### src/phy_common_test_control_defines.vh
// Register map, field positions, reset values and timing for the control bank
`ifndef PHY_COMMON_TEST_CONTROL_DEFINES_VH
`define PHY_COMMON_TEST_CONTROL_DEFINES_VH

// APB address width and the one mapped word
`define PCT_ADDR_W            12
`define PCT_OFFSET            12'h000

// Field positions
`define PCT_CLK_GATE_OFF_BIT  31
`define PCT_TEST_SEL_BIT      24
`define PCT_XTAL_GAIN_BIT     23
`define PCT_REF_FREQ_BIT      19
`define PCT_CORE_POR_BIT      18
`define PCT_FAST_START_BIT    17
`define PCT_HS_PLL_EN_BIT     16
`define PCT_COM_SUSP_N_BIT    15
`define PCT_XTAL_SUSP_N_BIT   14
`define PCT_PLL_USABLE_BIT    12
`define PCT_SS_PLL_EN_BIT     11
`define PCT_SS_USABLE_BIT     10
`define PCT_RDY_TMR_DIS_BIT   9
`define PCT_CG_BYPASS_BIT     0

// Reset value, writable bits and hardware status bits
`define PCT_RESET_VAL         32'h0001_0000
`define PCT_WR_MASK           32'h818B_CA01
`define PCT_RO_MASK           32'h0004_1400
`define PCT_ZERO_WORD         32'h0000_0000

// Widths of the side buses
`define PCT_CTRL_W            8
`define PCT_LOCAL_W           4
`define PCT_STATUS_W          4

// Analog front-end ready timer
`define PCT_CLK_PERIOD_NS     20
`define PCT_AFE_READY_NS      10000
`define PCT_AFE_READY_CYC     ((`PCT_AFE_READY_NS + `PCT_CLK_PERIOD_NS - 1) \
                               / `PCT_CLK_PERIOD_NS)
`define PCT_TMR_W             10

`endif

### src/phy_common_test_control.v
// USB PHY common block control and status register with APB slave
//
// How it works
// Bit 31 set gates off clocks to the common block registers.
// Bit 24 picks functional (0) or test (1) signals into common block.
// Bit 23 drives crystal amplitude: 0 is 0.9V, 1 is 1V.
// Bit 19 picks PLL reference: 0 is 25 MHz at reset, 1 is 24 MHz.
// Bit 18 reads core supply ready, forced low without 3V power-on.
// Bit 17 set enables fast start of the high-speed PLL.
// Bit 16 enables the high-speed PLL and resets to 1.
// Bit 15 low powers down bias, PLLs, local suspends and analog blocks.
// Bit 14 low powers down crystal; may run under low-power hold.
// Bit 12 reads whether PLL clocks are usable, reset 0.
// Bit 11 enables superspeed transmit PLL; bit 10 reads it usable.
// Bit 9 set disables the analog front-end ready timer.
// Bit 0 set forces every clock gating cell into bypass.
// Bit 17 default comes from EEPROM, else OTP, else 0.
// Default for bit 17 depends on high-speed or full-speed mode.
// Bus reset or lite reset restores bit 17 to its loaded default.
// Reserved bits read zero and ignore writes.
//
// Register access over APB is this design's own decision.
`include "phy_common_test_control_defines.vh"
`timescale 1ns/10ps
`default_nettype none

module phy_common_test_control
(
  input  wire                     clk_in,
  input  wire                     rst_n_in,
  // APB slave
  input  wire                     psel_in,
  input  wire                     penable_in,
  input  wire                     pwrite_in,
  input  wire [`PCT_ADDR_W-1:0]   paddr_in,
  input  wire [31:0]              pwdata_in,
  input  wire [3:0]               pstrb_in,
  output reg  [31:0]              prdata_out,
  output wire                     pready_out,
  output wire                     pslverr_out,
  // Configuration image and resets, same clock
  input  wire                     config_load_in,
  input  wire                     eeprom_present_in,
  input  wire                     eeprom_lpm_hs_in,
  input  wire                     eeprom_lpm_fs_in,
  input  wire                     otp_valid_in,
  input  wire                     otp_lpm_hs_in,
  input  wire                     otp_lpm_fs_in,
  input  wire                     hs_mode_in,
  input  wire                     usb_reset_in,
  input  wire                     lite_reset_in,
  input  wire                     lpm_hold_in,
  // Analog status, asynchronous
  input  wire                     pll_usable_in,
  input  wire                     ss_pll_usable_in,
  input  wire                     core_supply_ok_in,
  input  wire                     por_3v_ok_in,
  // Common block signal steering
  input  wire [`PCT_CTRL_W-1:0]   func_ctrl_in,
  input  wire [`PCT_CTRL_W-1:0]   test_ctrl_in,
  output reg  [`PCT_CTRL_W-1:0]   common_ctrl_out,
  input  wire [`PCT_LOCAL_W-1:0]  local_suspend_n_in,
  output reg  [`PCT_LOCAL_W-1:0]  local_suspend_n_out,
  // Analog controls
  output reg                      common_clk_en_out,
  output reg                      clock_gate_bypass_out,
  output reg                      crystal_gain_out,
  output reg                      ref_freq_24m_out,
  output reg                      hs_pll_en_out,
  output reg                      pll_fast_start_out,
  output reg                      common_suspend_n_out,
  output reg                      afe_power_down_out,
  output reg                      crystal_suspend_n_out,
  output reg                      ss_tx_pll_en_out,
  output reg                      ready_timer_disable_out,
  output reg                      afe_ready_out
);

  localparam TMR_IDLE  = 2'b00;
  localparam TMR_COUNT = 2'b01;
  localparam TMR_READY = 2'b10;

  // Terminal count, cut to the counter width on purpose
  // Ten bits only; a longer ready time needs a wider PCT_TMR_W
  localparam integer          TMR_LAST_I = `PCT_AFE_READY_CYC - 1;
  localparam [`PCT_TMR_W-1:0] TMR_LAST   = TMR_LAST_I[`PCT_TMR_W-1:0];
  localparam [`PCT_TMR_W-1:0] TMR_ZERO = 10'h000;
  localparam [`PCT_TMR_W-1:0] TMR_ONE  = 10'h001;

  // Byte-lane merge of a write into the held control word
  // Strobes let software touch one byte lane without a read first
  function [31:0] lane_merge;
    input [31:0] old_val;
    input [31:0] new_val;
    input [3:0]  strobes;
    integer      i;
    begin
      lane_merge = old_val;
      for (i = 0; i < 4; i = i + 1)
        if (strobes[i])
          lane_merge[i*8 +: 8] = new_val[i*8 +: 8];
    end
  endfunction

  // Anything fed from the common bias drops with it
  function bias_gate;
    input enable;
    input bias_on;
    begin
      bias_gate = enable & bias_on;
    end
  endfunction

  reg  [31:0]               ctl_r;
  reg  [31:0]               ctl_nxt;
  reg  [1:0]                tmr_state_r;
  reg  [1:0]                tmr_state_nxt;
  reg  [`PCT_TMR_W-1:0]     tmr_cnt_r;
  reg  [`PCT_TMR_W-1:0]     tmr_cnt_nxt;
  reg  [31:0]               read_word;

  wire [`PCT_STATUS_W-1:0]  status_raw;
  wire [`PCT_STATUS_W-1:0]  status_sync;
  wire                      pll_usable;
  wire                      ss_pll_usable;
  wire                      core_supply_ok;
  wire                      por_3v_ok;
  wire                      lpm_default;
  wire                      lpm_loaded;
  wire                      addr_hit;
  wire                      setup_phase;
  wire                      wr_access;
  wire                      restore_lpm;
  wire                      core_por_flag;

  assign status_raw = {por_3v_ok_in, core_supply_ok_in,
                       ss_pll_usable_in, pll_usable_in};

  // Status reads settle four to five edges after a pin moves
  status_sync3
  #(
    .W (`PCT_STATUS_W)
  )
  u_status_sync
  (
    .clk_in    (clk_in),
    .rst_n_in  (rst_n_in),
    .async_in  (status_raw),
    .level_out (status_sync)
  );

  assign pll_usable     = status_sync[0];
  assign ss_pll_usable  = status_sync[1];
  assign core_supply_ok = status_sync[2];
  assign por_3v_ok      = status_sync[3];

  // Bit 17 default from the image and the bus speed
  lpm_default_loader u_lpm_loader
  (
    .clk_in            (clk_in),
    .rst_n_in          (rst_n_in),
    .config_load_in    (config_load_in),
    .eeprom_present_in (eeprom_present_in),
    .eeprom_lpm_hs_in  (eeprom_lpm_hs_in),
    .eeprom_lpm_fs_in  (eeprom_lpm_fs_in),
    .otp_valid_in      (otp_valid_in),
    .otp_lpm_hs_in     (otp_lpm_hs_in),
    .otp_lpm_fs_in     (otp_lpm_fs_in),
    .hs_mode_in        (hs_mode_in),
    .lpm_default_out   (lpm_default),
    .loaded_out        (lpm_loaded)
  );

  // Zero-wait slave; any other word answers with an error
  assign addr_hit    = (paddr_in == `PCT_OFFSET);
  assign setup_phase = psel_in & ~penable_in;
  assign wr_access   = psel_in & penable_in & pwrite_in & addr_hit;
  assign pready_out  = 1'b1;
  // Unmapped writes are dropped; the error tells software why
  assign pslverr_out = psel_in & penable_in & ~addr_hit;

  // Image load, bus reset and lite reset all put the default back
  assign restore_lpm = lpm_loaded | usb_reset_in | lite_reset_in;

  // Core ready only counts while the 3V supply is up
  assign core_por_flag = core_supply_ok & por_3v_ok;

  // Control word next value
  always @*
  begin
    ctl_nxt = ctl_r;
    if (wr_access)
      ctl_nxt = lane_merge(ctl_r, pwdata_in, pstrb_in) & `PCT_WR_MASK;
    // Restore beats a same-cycle write so a reset is never lost
    if (restore_lpm)
      ctl_nxt[`PCT_FAST_START_BIT] = lpm_default;
  end

  // Bit 16 comes out of reset set, bit 17 clear until the image loads
  always @(posedge clk_in or negedge rst_n_in)
  begin
    if (!rst_n_in)
      ctl_r <= `PCT_RESET_VAL;
    else
      ctl_r <= ctl_nxt;
  end

  // Read view: held control bits plus live status, reserved as zero
  always @*
  begin
    read_word = ctl_r & `PCT_WR_MASK;
    read_word[`PCT_CORE_POR_BIT]   = core_por_flag;
    read_word[`PCT_PLL_USABLE_BIT] = pll_usable;
    read_word[`PCT_SS_USABLE_BIT]  = ss_pll_usable;
  end

  // Read data captured in the setup cycle, held through the access
  always @(posedge clk_in or negedge rst_n_in)
  begin
    if (!rst_n_in)
      prdata_out <= `PCT_ZERO_WORD;
    else if (setup_phase)
    begin
      if (addr_hit && !pwrite_in)
        prdata_out <= read_word;
      else
        prdata_out <= `PCT_ZERO_WORD;
    end
  end

  // Ready timer; a disabled timer reports ready as soon as bias is up
  always @*
  begin
    tmr_state_nxt = tmr_state_r;
    tmr_cnt_nxt   = tmr_cnt_r;
    case (tmr_state_r)
      TMR_IDLE:
      begin
        tmr_cnt_nxt = TMR_ZERO;
        if (ctl_r[`PCT_COM_SUSP_N_BIT])
        begin
          if (ctl_r[`PCT_RDY_TMR_DIS_BIT])
            tmr_state_nxt = TMR_READY;
          else
            tmr_state_nxt = TMR_COUNT;
        end
      end
      TMR_COUNT:
      begin
        if (!ctl_r[`PCT_COM_SUSP_N_BIT])
          tmr_state_nxt = TMR_IDLE;
        else if (ctl_r[`PCT_RDY_TMR_DIS_BIT] || tmr_cnt_r == TMR_LAST)
          tmr_state_nxt = TMR_READY;
        else
          tmr_cnt_nxt = tmr_cnt_r + TMR_ONE;
      end
      TMR_READY:
      begin
        if (!ctl_r[`PCT_COM_SUSP_N_BIT])
          tmr_state_nxt = TMR_IDLE;
      end
      default:
      begin
        tmr_state_nxt = TMR_IDLE;
        tmr_cnt_nxt   = TMR_ZERO;
      end
    endcase
  end

  // Timer state and count
  always @(posedge clk_in or negedge rst_n_in)
  begin
    if (!rst_n_in)
    begin
      tmr_state_r <= TMR_IDLE;
      tmr_cnt_r   <= TMR_ZERO;
    end
    else
    begin
      tmr_state_r <= tmr_state_nxt;
      tmr_cnt_r   <= tmr_cnt_nxt;
    end
  end

  // Registered drive of the analog controls. Outputs settle one edge
  // after the register changes, which keeps glitches off analog pins.
  always @(posedge clk_in or negedge rst_n_in)
  begin
    if (!rst_n_in)
    begin
      common_clk_en_out       <= 1'b1;
      clock_gate_bypass_out   <= 1'b0;
      crystal_gain_out        <= 1'b0;
      ref_freq_24m_out        <= 1'b0;
      hs_pll_en_out           <= 1'b0;
      pll_fast_start_out      <= 1'b0;
      common_suspend_n_out    <= 1'b0;
      afe_power_down_out      <= 1'b1;
      crystal_suspend_n_out   <= 1'b0;
      ss_tx_pll_en_out        <= 1'b0;
      ready_timer_disable_out <= 1'b0;
      afe_ready_out           <= 1'b0;
      common_ctrl_out         <= {`PCT_CTRL_W{1'b0}};
      local_suspend_n_out     <= {`PCT_LOCAL_W{1'b0}};
    end
    else
    begin
      // Enable for an external gate cell; gating this logic itself
      // would leave software no way back in
      common_clk_en_out     <= ~ctl_r[`PCT_CLK_GATE_OFF_BIT];
      clock_gate_bypass_out <= ctl_r[`PCT_CG_BYPASS_BIT];
      crystal_gain_out      <= ctl_r[`PCT_XTAL_GAIN_BIT];
      ref_freq_24m_out      <= ctl_r[`PCT_REF_FREQ_BIT];
      ready_timer_disable_out <= ctl_r[`PCT_RDY_TMR_DIS_BIT];
      common_suspend_n_out  <= ctl_r[`PCT_COM_SUSP_N_BIT];
      afe_power_down_out    <= ~ctl_r[`PCT_COM_SUSP_N_BIT];
      // PLLs stay down while the common block is suspended
      hs_pll_en_out <= bias_gate(ctl_r[`PCT_HS_PLL_EN_BIT],
                                 ctl_r[`PCT_COM_SUSP_N_BIT]);
      ss_tx_pll_en_out <= bias_gate(ctl_r[`PCT_SS_PLL_EN_BIT],
                                    ctl_r[`PCT_COM_SUSP_N_BIT]);
      pll_fast_start_out <= ctl_r[`PCT_FAST_START_BIT];
      // Crystal may keep running under the low-power hold
      crystal_suspend_n_out <= ctl_r[`PCT_XTAL_SUSP_N_BIT] |
                               (lpm_hold_in &
                                ctl_r[`PCT_FAST_START_BIT]);
      // Common suspend overrides every local suspend
      local_suspend_n_out <= local_suspend_n_in &
        {`PCT_LOCAL_W{ctl_r[`PCT_COM_SUSP_N_BIT]}};
      afe_ready_out <= bias_gate(tmr_state_r == TMR_READY,
                                 ctl_r[`PCT_COM_SUSP_N_BIT]);
      // Steering is registered, so a select change takes one edge
      if (ctl_r[`PCT_TEST_SEL_BIT])
        common_ctrl_out <= test_ctrl_in;
      else
        common_ctrl_out <= func_ctrl_in;
    end
  end

endmodule // phy_common_test_control

`default_nettype wire

### src/status_sync3.v
// Three-stage synchroniser with agreement filter for analog status levels
`timescale 1ns/10ps
`default_nettype none

module status_sync3
#(
  parameter W = 4
)
(
  input  wire         clk_in,
  input  wire         rst_n_in,
  input  wire [W-1:0] async_in,
  output reg  [W-1:0] level_out
);

  reg [W-1:0] stage1_r;
  reg [W-1:0] stage2_r;
  reg [W-1:0] stage3_r;

  // Only stage2 reads stage1; a bit counts once stages 2 and 3 agree
  always @(posedge clk_in or negedge rst_n_in)
  begin
    if (!rst_n_in)
    begin
      stage1_r  <= {W{1'b0}};
      stage2_r  <= {W{1'b0}};
      stage3_r  <= {W{1'b0}};
      level_out <= {W{1'b0}};
    end
    else
    begin
      stage1_r  <= async_in;
      stage2_r  <= stage1_r;
      stage3_r  <= stage2_r;
      level_out <= (stage2_r & stage3_r) | (level_out & (stage2_r | stage3_r));
    end
  end

endmodule // status_sync3

`default_nettype wire

### src/lpm_default_loader.v
// Holds the fast-start defaults taken from the configuration image
`timescale 1ns/10ps
`default_nettype none

module lpm_default_loader
(
  input  wire clk_in,
  input  wire rst_n_in,
  input  wire config_load_in,
  input  wire eeprom_present_in,
  input  wire eeprom_lpm_hs_in,
  input  wire eeprom_lpm_fs_in,
  input  wire otp_valid_in,
  input  wire otp_lpm_hs_in,
  input  wire otp_lpm_fs_in,
  input  wire hs_mode_in,
  output wire lpm_default_out,
  output reg  loaded_out
);

  reg image_hs_r;
  reg image_fs_r;

  // EEPROM first, then OTP, else zero
  always @(posedge clk_in or negedge rst_n_in)
  begin
    if (!rst_n_in)
    begin
      image_hs_r <= 1'b0;
      image_fs_r <= 1'b0;
      loaded_out <= 1'b0;
    end
    else
    begin
      loaded_out <= config_load_in;
      if (config_load_in)
      begin
        if (eeprom_present_in)
        begin
          image_hs_r <= eeprom_lpm_hs_in;
          image_fs_r <= eeprom_lpm_fs_in;
        end
        else if (otp_valid_in)
        begin
          image_hs_r <= otp_lpm_hs_in;
          image_fs_r <= otp_lpm_fs_in;
        end
        else
        begin
          image_hs_r <= 1'b0;
          image_fs_r <= 1'b0;
        end
      end
    end
  end

  // Flag follows the current bus speed
  assign lpm_default_out = hs_mode_in ? image_hs_r : image_fs_r;

endmodule // lpm_default_loader

`default_nettype wire

### config.mk
export PLATFORM = sky130hd
export DESIGN_NAME = phy_common_test_control
export DESIGN_NICKNAME = d
export VERILOG_FILES = /design/src/phy_common_test_control.v /design/src/status_sync3.v /design/src/lpm_default_loader.v
export VERILOG_INCLUDE_DIRS = /design/src
export SDC_FILE = /design/constraint.sdc
export NUM_CORES = 1
export LEC_CHECK = 0
export ABC_AREA = 1
export ABC_CLOCK_PERIOD_IN_PS = 2300
export BUFFER_PORTS_ARGS = -buffer_cell sky130_fd_sc_hd__buf_2
export CORE_ASPECT_RATIO = 0.5
export CORE_UTILIZATION = 35
export DETAILED_ROUTE_END_ITERATION = 7
export GPL_TIMING_DRIVEN = 1
export MAX_ROUTING_LAYER = met4
export SLEW_MARGIN = 15
export SYNTH_ARGS = -nofsm -noshare
export SYNTH_HDL_FRONTEND = slang
export SYNTH_HIERARCHICAL = 1
export SYNTH_SLANG_ARGS = --single-unit
### constraint.sdc
create_clock -name clk_in -period 2.3 [get_ports clk_in]
set_input_delay 0.345 -clock clk_in [delete_from_list [all_inputs] [get_ports clk_in]]
set_output_delay 0.345 -clock clk_in [all_outputs]
set_load 0.02 [all_outputs]
==> results.py, run 1 <==
metrics = {
    "final_layout": {
        "multi_input_area_sq_um": 1241,
        "nFillCells": 971,
        "postLayoutCellArea_sq_um": 4415,
        "regArea_sq_um": 2006,
        "drive_gt1_share_pct": 30.89,
        "area_growth_pct": 25.72,
        "antennaDiodeCount": 0,
        "layout.cells.non_filler": 640,
        "nets": 589,
    },
    "sta": {
        "setup_viol": 0,
        "finalHoldViolations": 0,
        "max_freq_mhz": 622.9,
        "tns_ps": 0,
        "timing.final.max_slew_violations": 0,
        "fin_skew_ps": 4.460,
        "timing.final.crit_share_pct": 69.81,
        "layout_min_cycle_time_ps": 1606,
        "rsz0062_at_grt": "no",
    },
    "clocking": {
        "cts_resized": 0,
        "tritoncts": "yes",
        "cts_root_buffer": "clkbuf_16",
        "h-tree-depth": 3,
        "clockBufferDepth": 2,
        "clk_pin_slew_worst_paths_ps": 60,
        "clkLatencyLatePin_ps": 330,
        "cts_buffers": 9,
        "cts.sinks": 80,
    },
    "global_route": {
        "antenna_found_initial": 0,
        "grt_use_total_pct": 15.81,
        "grt_start_max_net_pins": 38,
        "grt_pass1_wl_mm": 12.20,
        "overflow": 0,
        "grt_pass1_vias": 2610,
    },
    "setup_path": {
        "critPathTopFamily": "simple AND/OR/NAND/NOR gates",
        "crit_slowest_cell": "dfrtp_1",
        "critPathBufInv": 0,
        "criticalPathCategory": "reg2reg",
        "path_max_fanout": 6,
        "crit_cells": 8,
        "required_ps": 2570,
        "path_cells": "ha_1 -> nand2_1 -> nor2_1 -> nand3_2 -> nand2_2 -> nor2_1 -> nand3_1 -> nand2_1",
        "worstPathArrival_ps": 1880,
        "cpPeakStageDelay_ps": 430,
        "cp-start-kind": "register",
        "startpoint": "tmr_cnt_r[0]",
        "end_kind": "register",
        "r2r-start": "tmr_cnt_r[0]",
        "reg2regPathDepth": 8,
    },
    "detailed_routing": {
        "post_drt_wl_per_cell_um": 11.40,
        "drt.antenna.violating_nets": 0,
        "vias": 2769,
        "first_pass_iters": 4,
        "drc": 0,
        "wirelength_mm": 7.297,
        "drt-initial-drc-count": 110,
        "routed_via_density": 4.327,
    },
    "power": {
        "power.leakage_nw": 2.361,
        "vdd_drop_max_mv": 0.2994,
        "powerDensity_nw_per_um2": 703.8,
    },
    "run": {
        "drv_cap": 0,
    },
    "floorplanning": {
        "coreArea_sq_um": 9603,
        "die_area_sq_um": 10460,
        "initial_core_util_pct": 36.57,
        "die_height_um": 72.84,
        "ios": 146,
        "rows": 25,
        "chipWidth_um": 143.7,
    },
    "placement": {
        "placed_area_sq_um": 4105,
        "numPlacedInstances": 623,
        "routabilityCongestion": 0.8392,
        "dp_hpwl_mm": 5.466,
        "portBuffers": 105,
    },
    "synth": {
        "synth.area.top_cells": "dfrtp_1 55%, nand2_1 13%, buf_4 4.7%",
        "synth_cell_types": 31,
        "synth_area_sq_um": 3512,
        "synth_seq_cells": 80,
        "yosys.area.top_type_share_pct": 54.86,
        "syn_inst": 388,
        "synth_largest_area_cell": "dfrtp_1",
        "synth.avg_cell_area_sq_um": 9.052,
        "yosysWarnings": 6,
        "ys_seq_area_share_pct": 57.11,
    },
    "worst_hold_path": {
        "min_path_type": "in2reg",
        "hold_depth": 1,
        "hold_path.startpoint": "ss_pll_usable_in",
    },
    "run_status": {
        "status": "finished clean",
    },
}
-- power by group --
| group | switching, mW | leakage, nW | internal [mW] |
|---|---|---|---|
| Sequential | 0.0197 | 0.981 | 1.45 |
| Combinational | 0.140 | 1.23 | 0.0765 |
| Clock | 0.527 | 0.150 | 0.896 |
-- cells in the mapped netlist --
cell type,n
inv_1,32
inv_2,2
nor2_2,5
nand2_1,124
nand4_1,1
or3_1,1
nor2_1,37
and2_2,1
nor2_4,4
o31ai_1,1
xnor2_1,1
nand3_2,11
nand2_2,4
dfrtp_1,77
nand3_4,1
nor3b_1,2
a21oi_1,8
clkbuf_1,2
o21ai_1,6
o32ai_1,1
clkinv_1,1
o21ai_0,16
ha_1,1
dfstp_2,3
buf_4,22
nand3_1,17
o22ai_1,1
conb_1,2
buf_2,1
nand2_4,2
buf_12,1
-- timing repair --
item,CTS,global route
hold buffers,1,0
setup buffers,0,0
setup endpoints to repair,0,0
hold endpoints to repair,33,0
-- state kept, by name, indices dropped and copies added (netlist names), 2 cells and up --
| name | flops |
|---|---|
| common_ctrl_out | 8 |
| ctl_r | 11 |
| local_suspend_n_out | 4 |
| prdata_out | 14 |
| tmr_cnt_r | 10 |
| tmr_state_r | 2 |
| u_status_sync/level_out | 4 |
| u_status_sync/stage1_r | 4 |
| u_status_sync/stage2_r | 4 |
| u_status_sync/stage3_r | 4 |
-- final timing paths --
kind,to,slack (ps)
max reg2reg,tmr_cnt_r[9],690
min reg2reg,u_status_sync/stage2_r[2],350
max in group asynchronous,afe_power_down_out,1090
max,tmr_cnt_r[9],690
min,u_status_sync/stage1_r[1],110
min in group asynchronous,u_status_sync/stage1_r[0],500
-- placed cells by master, fill, tap and decap left out --
| cell type | n |
|---|---|
| clkinv_2 | 2 |
| inv_1 | 32 |
| o31ai_1 | 1 |
| nand2_2 | 4 |
| conb_1 | 19 |
| clkbuf_8 | 2 |
| nor2_2 | 5 |
| o22ai_1 | 1 |
| bufinv_16 | 1 |
| clkinv_1 | 1 |
| clkbuf_1 | 2 |
| o21ai_0 | 16 |
| or3_1 | 1 |
| nand4_1 | 1 |
| nor2_4 | 4 |
| nand2_1 | 124 |
| clkbuf_16 | 9 |
| ha_1 | 1 |
| o21ai_1 | 6 |
| xnor2_1 | 1 |
| buf_4 | 5 |
| nand3_4 | 1 |
| nand2_4 | 2 |
| nor3b_1 | 2 |
| nand3_1 | 17 |
| dfrtp_1 | 77 |
| nor2_1 | 37 |
| o32ai_1 | 1 |
| buf_2 | 104 |
| dlygate4sd3_1 | 1 |
| a21oi_1 | 8 |
| and2_2 | 1 |
| nand3_2 | 11 |
| inv_2 | 2 |
| dfstp_2 | 3 |
-- layout make-up --
cell class / count / area share [%]
clock inverter: 3 / 0.9068
tap: 135 / 3.825
multi-input combinational: 264 / 28.11
sequential: 80 / 45.42
clock buffer: 13 / 5.894
timing repair buffer: 110 / 12.86
inverter: 35 / 2.975
-- stage by stage --
stage	total power [mW]	util (%)	setup WS, ps	hold WS [ps]
2_1_floorplan	1.615	-	968.7	49.41
3_3_place_gp	1.707	42.75	716.6	326.1
3_5_place_dp	1.711	42.75	697.7	328.4
4_1_cts	3.154	45.98	688.2	100.8
5_1_grt	3.232	45.98	556.4	105.1
6_report	3.108	45.98	694.5	113.9
-- logic make-up after synthesis --
group / synth area share, %
AND/OR/NAND/NOR: 27.79
adder cells (fa/ha/maj): 0.3562
other: 0.2138
flip-flops: 57.11
AO/OA/AOI/OAI: 4.917
buffers and inverters: 9.370
XOR/XNOR: 0.2494
-- per-layer routing --
metal	part of all wire (%)	up-vias	wire, um	GRT usage [%]
li1	-	1396	-	-
met1	43	1302	3159	18.06
met2	50	60	3680	26.75
met3	4.5	11	326	4.199
met4	1.8	0	130	6.383
met5	0	-	0	-
Power figures use the tool's default switching activity.
==> inputs of run 2 (changes only) <==
- ABC_CLOCK_PERIOD_IN_PS: 2300 -> 1430
- clock period: 2.3 -> 1.43 ns (I/O delays scaled with it)
==> run 2 against run 1 <==
  * Combinational power rose by 70%
  * Critical path type unchanged
  * Clock skew is 1.6 ps lower
  * Non-clock buffer count grew 15
  * Setup slack worse by 590 ps
  * Utilization rose by 1.7 points
  * Die area unchanged
  * Global-route usage rose by 0.53 points
  * Final cell count up 2.3%
  * Sequential cell count unchanged
  * Sequential power up 61%
  * First-iteration DRC count fell by 4.5%
  * Routed wire length grew 2.6%
==> results.py, run 2 (synthesized netlist as in run 1, its figures left out) <==
metrics = {
    "run": {
        "drv_cap": 0,
    },
    "detailed_routing": {
        "post_drt_wl_per_cell_um": 11.43,
        "drt-initial-drc-count": 105,
        "vias": 2766,
        "first_pass_iters": 4,
        "routed_via_density": 4.223,
        "wirelength_mm": 7.484,
        "drt.antenna.violating_nets": 0,
        "drc": 0,
    },
    "sta": {
        "finalHoldViolations": 0,
        "tns_ps": 0,
        "setup_viol": 0,
        "rsz0062_at_grt": "no",
        "timing.final.max_slew_violations": 0,
        "holdWs_ps": 49.82,
        "fin_skew_ps": 2.894,
        "layout_min_cycle_time_ps": 1324,
        "max_freq_mhz": 755.4,
        "postLayoutSetupSlackWorst_ps": 106.1,
        "timing.final.crit_share_pct": 92.58,
    },
    "clocking": {
        "tritoncts": "yes",
        "clk_pin_slew_worst_paths_ps": 60,
        "cts_root_buffer": "clkbuf_16",
        "cts.sinks": 80,
        "clkLatencyLatePin_ps": 330,
        "postCtsSetupRepairBufs": 0,
        "h-tree-depth": 3,
        "cts_buffers": 9,
        "clockBufferDepth": 2,
    },
    "final_layout": {
        "nets": 604,
        "largestRegisters": "prdata_out (14), ctl_r (11), tmr_cnt_r (10)",
        "regMostFlops": "prdata_out",
        "mostFrequentLayoutCell": "nand2_1",
        "largest_reg_flops": 14,
        "fin_util_pct": 47.66,
        "antennaDiodeCount": 0,
        "most-common-layout-cells": "124 x nand2_1, 104 x buf_2, 76 x dfrtp_1, 36 x nor2_1, 32 x inv_1",
        "drive_gt1_share_pct": 32.69,
        "area_growth_pct": 30.32,
    },
    "power": {
        "p_comb_share_pct": 7.4,
        "p_clk_share_pct": 44.9,
        "p_int_mw": 3.828,
        "powerDensity_nw_per_um2": 1081,
        "power_mw": 4.947,
        "switchingPower_mw": 1.119,
        "power.leakage_nw": 2.437,
        "p_sw_share_pct": 22.62,
        "vdd_drop_max_mv": 0.5162,
        "seq_power_share_pct": 47.7,
    },
    "global_route": {
        "grt_use_total_pct": 16.33,
        "grt_pass1_wl_mm": 12.42,
        "overflow": 0,
        "grt_start_max_net_pins": 51,
        "grt_pass1_vias": 2620,
        "antenna_found_initial": 0,
    },
    "run_status": {
        "status": "finished clean",
    },
    "floorplanning": {
        "coreArea_sq_um": 9603,
        "ios": 146,
        "chipWidth_um": 143.7,
        "initial_core_util_pct": 36.57,
        "die_height_um": 72.84,
        "rows": 25,
        "die_area_sq_um": 10460,
    },
    "placement": {
        "portBuffers": 105,
        "routabilityCongestion": 0.8101,
        "dp_slack_ps": 81.22,
        "dp_hpwl_mm": 5.433,
    },
    "setup_path": {
        "path_max_fanout": 4,
        "criticalPathCategory": "reg2reg",
        "end_kind": "register",
        "required_ps": 1700,
        "worstPathArrival_ps": 1590,
        "cp-start-kind": "register",
    },
    "worst_hold_path": {
        "min_path_type": "in2reg",
    },
}
-- run 2: cell count changes in the layout (fill, tap and decap cells not counted) --
cell,previous run,this run
nor2_2,5,6
buf_12,0,2
clkbuf_1,2,1
clkbuf_8,2,4
dlygate4sd3_1,1,5
clkinvlp_4,0,1
dfrtp_1,77,76
nor2_1,37,36
buf_4,5,14
clkinv_2,2,1
dfrtp_2,0,1
nand2_8,0,1
nand2_2,4,3
bufinv_16,1,0
-- run 2: timing repair --
action                                  CTS  global route
hold endpoints to repair                 81             0
gates resized for setup                   0             4
endpoints found under the setup margin    0             9
hold buffers                              5             0
-- run 2: routing by layer --
layer,routed length [um],GRT usage [%],vias to the layer above
li1,-,-,1429
met1,3327,19.23,1270
met2,3742,26.75,55
met3,300,3.871,12
met4,114,7.801,0
met5,0,-,-
-- run 2: final cells by class --
cell class | instances | area, sq um
multi-input combinational | 264 | 1257
clock buffer | 14 | 284.0
tap | 135 | 168.9
timing repair buffer | 125 | 715.7
sequential | 80 | 2007
fill | 954 | 5026
clock inverter | 2 | 12.51
inverter | 35 | 131.4
-- run 2: power groups by stage --
stage | logic, mW | registers, mW | clock network [mW]
final | 0.368 | 2.36 | 2.22
after floorplan | 0.173 | 2.42 | 0
after detailed placement | 0.363 | 2.40 | 0
after global routing | 0.413 | 2.37 | 2.41
after global placement | 0.357 | 2.40 | 0
after CTS | 0.374 | 2.36 | 2.29
-- run 2: final timing paths --
check / from / endpoint / cells after the start / slack [ps]
max reg2reg: tmr_cnt_r[0] / tmr_cnt_r[4] / 7 / 110
max: tmr_cnt_r[0] / tmr_cnt_r[4] / 7 / 110
min in group asynchronous: rst_n_in / u_status_sync/level_out[0] / 2 / 250
min reg2reg: u_status_sync/stage1_r[0] / u_status_sync/stage2_r[0] / 0 / 350
min: config_load_in / u_lpm_loader/loaded_out / 1 / 50
max in group asynchronous: rst_n_in / ctl_r[16] / 3 / 630
-- run 2: worst max-delay path, stage by stage, from the launching register on --
cell	delay, ps
dfrtp_1	380
ha_1	210
buf_4	150
nand3_1	110
nor2_1	70
nor3b_1	170
nand3_1	90
nand2_1	70
-- run 2: per-stage QoR --
step | std cells | cell area (sq um)
2_1_floorplan | 405 | 3576
3_3_place_gp | 634 | 4213
3_5_place_dp | 634 | 4213
4_1_cts | 655 | 4559
5_1_grt | 655 | 4577
6_report | 655 | 4577
==> inputs of run 3 (changes only) <==
- ABC_CLOCK_PERIOD_IN_PS: 1430 -> default
- BUFFER_PORTS_ARGS: -buffer_cell sky130_fd_sc_hd__buf_2 -> default
- CORE_MARGIN: default -> 3
- DONT_BUFFER_PORTS: default -> 1
==> run 3 against run 2 <==
  * The run now ends with hold timing left
  * Sequential cell count unchanged
  * Critical path type unchanged
  * Register-to-register slack got worse by 70 ps
  * Utilization decreased by 2.6 points
  * Largest power group unchanged
  * Global-route usage decreased by 2.0 points
  * Combinational power decreased by 37%
  * Count of clock-buffer cells in the layout decreased by 4
==> results.py, run 3 (synthesized netlist as in run 1, its figures left out) <==
metrics = {
    "floorplanning": {
        "rows": 25,
        "initial_core_util_pct": 36.57,
        "coreArea_sq_um": 9603,
        "die_area_sq_um": 11350,
        "die_height_um": 76.84,
        "ios": 146,
        "chipWidth_um": 147.7,
    },
    "final_layout": {
        "layout.cells.non_filler": 580,
        "nFillCells": 935,
        "regArea_sq_um": 2007,
        "regMostFlops": "prdata_out",
        "drive_gt1_share_pct": 16.40,
        "fin_util_pct": 45.09,
        "most-common-layout-cells": "124 x nand2_1, 76 x dfrtp_1, 35 x nor2_1, 32 x inv_1, 31 x dlygate4sd3_1",
        "largest_reg_flops": 14,
        "nets": 529,
        "largestRegisters": "prdata_out (14), ctl_r (11), tmr_cnt_r (10)",
        "area_growth_pct": 23.30,
        "mostFrequentLayoutCell": "nand2_1",
        "antennaDiodeCount": 0,
        "multi_input_area_sq_um": 1292,
    },
    "power": {
        "switchingPower_mw": 1.077,
        "power.leakage_nw": 2.096,
        "powerDensity_nw_per_um2": 1079,
        "vdd_drop_max_mv": 0.4836,
        "p_sw_share_pct": 23.04,
        "p_int_mw": 3.596,
        "p_clk_share_pct": 43.8,
        "p_comb_share_pct": 4.9,
        "seq_power_share_pct": 51.2,
    },
    "placement": {
        "portBuffers": 0,
        "routabilityCongestion": 0.7762,
        "numPlacedInstances": 529,
        "dp_hpwl_mm": 5.169,
    },
    "global_route": {
        "antenna_found_initial": 0,
        "grt_pass1_wl_mm": 12.45,
        "grt_pass1_vias": 2513,
        "grt_use_total_pct": 14.31,
        "overflow": 0,
        "grt_start_max_net_pins": 81,
    },
    "setup_path": {
        "end_kind": "register",
        "worstPathArrival_ps": 1610,
        "r2r-start": "ctl_r[24]",
        "cp-start-kind": "register",
        "regToRegEndpoint": "common_ctrl_out[6]",
        "critPathBufInv": 2,
        "required_ps": 1640,
        "criticalPathCategory": "reg2reg",
        "path_cells": "buf_4 -> nand2_1 -> nand2_1 -> dlygate4sd3_1",
        "cpPeakStageDelay_ps": 550,
        "reg2reg_slack_ps": 40,
        "reg2regPathDepth": 4,
        "path_common_cell": "nand2_1",
        "endpoint": "common_ctrl_out[6]",
        "path_max_fanout": 9,
        "crit_slowest_cell": "dlygate4sd3_1",
        "critPathTopFamily": "buffers and inverters",
        "crit_cells": 4,
        "startpoint": "ctl_r[24]",
    },
    "sta": {
        "max_freq_mhz": 717.4,
        "setup_viol": 0,
        "timing.final.crit_share_pct": 97.47,
        "holdWs_ps": -422.7,
        "layout_min_cycle_time_ps": 1394,
        "finalHoldViolations": 80,
        "timing.final.max_slew_violations": 0,
        "fin_skew_ps": 5.512,
        "rsz0062_at_grt": "yes",
    },
    "clocking": {
        "clockBufferDepth": 2,
        "cts.sinks": 80,
        "h-tree-depth": 3,
        "cts_buffers": 9,
        "cts_root_buffer": "clkbuf_16",
        "clk_pin_slew_worst_paths_ps": 60,
        "tritoncts": "yes",
        "clkLatencyLatePin_ps": 330,
        "ctsHoldBuffers": 31,
    },
    "detailed_routing": {
        "wirelength_mm": 7.743,
        "first_pass_iters": 4,
        "drt.antenna.violating_nets": 0,
        "drt-initial-drc-count": 206,
        "routed_via_density": 4.502,
        "post_drt_wl_per_cell_um": 13.35,
        "drc": 0,
        "vias": 2611,
    },
    "run": {
        "drv_cap": 0,
    },
    "run_status": {
        "status": "finished with violations",
        "violations": "hold timing",
    },
    "worst_hold_path": {
        "min_path_type": "in2async",
    },
}
## run 3: final cells by class
cell class	instances	share of cell area [%]
sequential	80	46.34
tap	135	3.901
multi-input combinational	265	29.85
timing repair inverter	1	0.1734
clock inverter	6	0.8379
clock buffer	10	5.288
timing repair buffer	48	10.49
inverter	35	3.120
## run 3: through the flow
step	TNS [ps]	cell area [sq um]	power [mW]	setup WS (ps)
after detailed placement	0	3672	2.594	69.80
after global routing	-70.27	4330	4.873	-22.59
after floorplan	0	3576	2.597	98.71
after CTS	0	4248	4.733	27.93
final	0	4330	4.673	36.14
after global placement	0	3672	2.589	96.30
## run 3: power by group through the flow
| stage | Combinational, mW | Sequential [mW] | Clock, mW |
|---|---|---|---|
| after global placement | 0.155 | 2.43 | 0 |
| after detailed placement | 0.158 | 2.44 | 0 |
| after floorplan | 0.173 | 2.42 | 0 |
| after global routing | 0.255 | 2.40 | 2.22 |
| after CTS | 0.227 | 2.39 | 2.11 |
| final | 0.231 | 2.39 | 2.05 |
## run 3: metal layers
metal / wire length, um / GRT usage, % / up-vias
met5: 0 / - / -
met1: 3361 / 17.22 / 1239
li1: - / - / 1273
met4: 159 / 5.855 / 0
met2: 3819 / 23.07 / 87
met3: 403 / 3.778 / 12
## run 3: what timing repair did
action                                  4_1_cts  5_1_grt
setup buffers                                 0        2
resized for setup                             0       12
endpoints found under the hold margin       104       80
endpoints found under the setup margin        0       18
## run 3: worst min-delay path by stage
stage,depth (start not counted),startpoint,endpoint
6_report,0,rst_n_in,u_status_sync/level_out[0]
2_1_floorplan,0,rst_n_in,afe_ready_out
5_1_grt,0,rst_n_in,u_status_sync/stage1_r[0]
3_5_place_dp,0,rst_n_in,u_status_sync/stage3_r[1]
3_3_place_gp,0,rst_n_in,u_status_sync/stage3_r[1]
4_1_cts,0,rst_n_in,prdata_out[16]
## run 3: worst reg2reg max path: stages (launching register included)
cell	delay [ps]
dfrtp_2	440
buf_4	180
nand2_1	70
nand2_1	40
dlygate4sd3_1	550
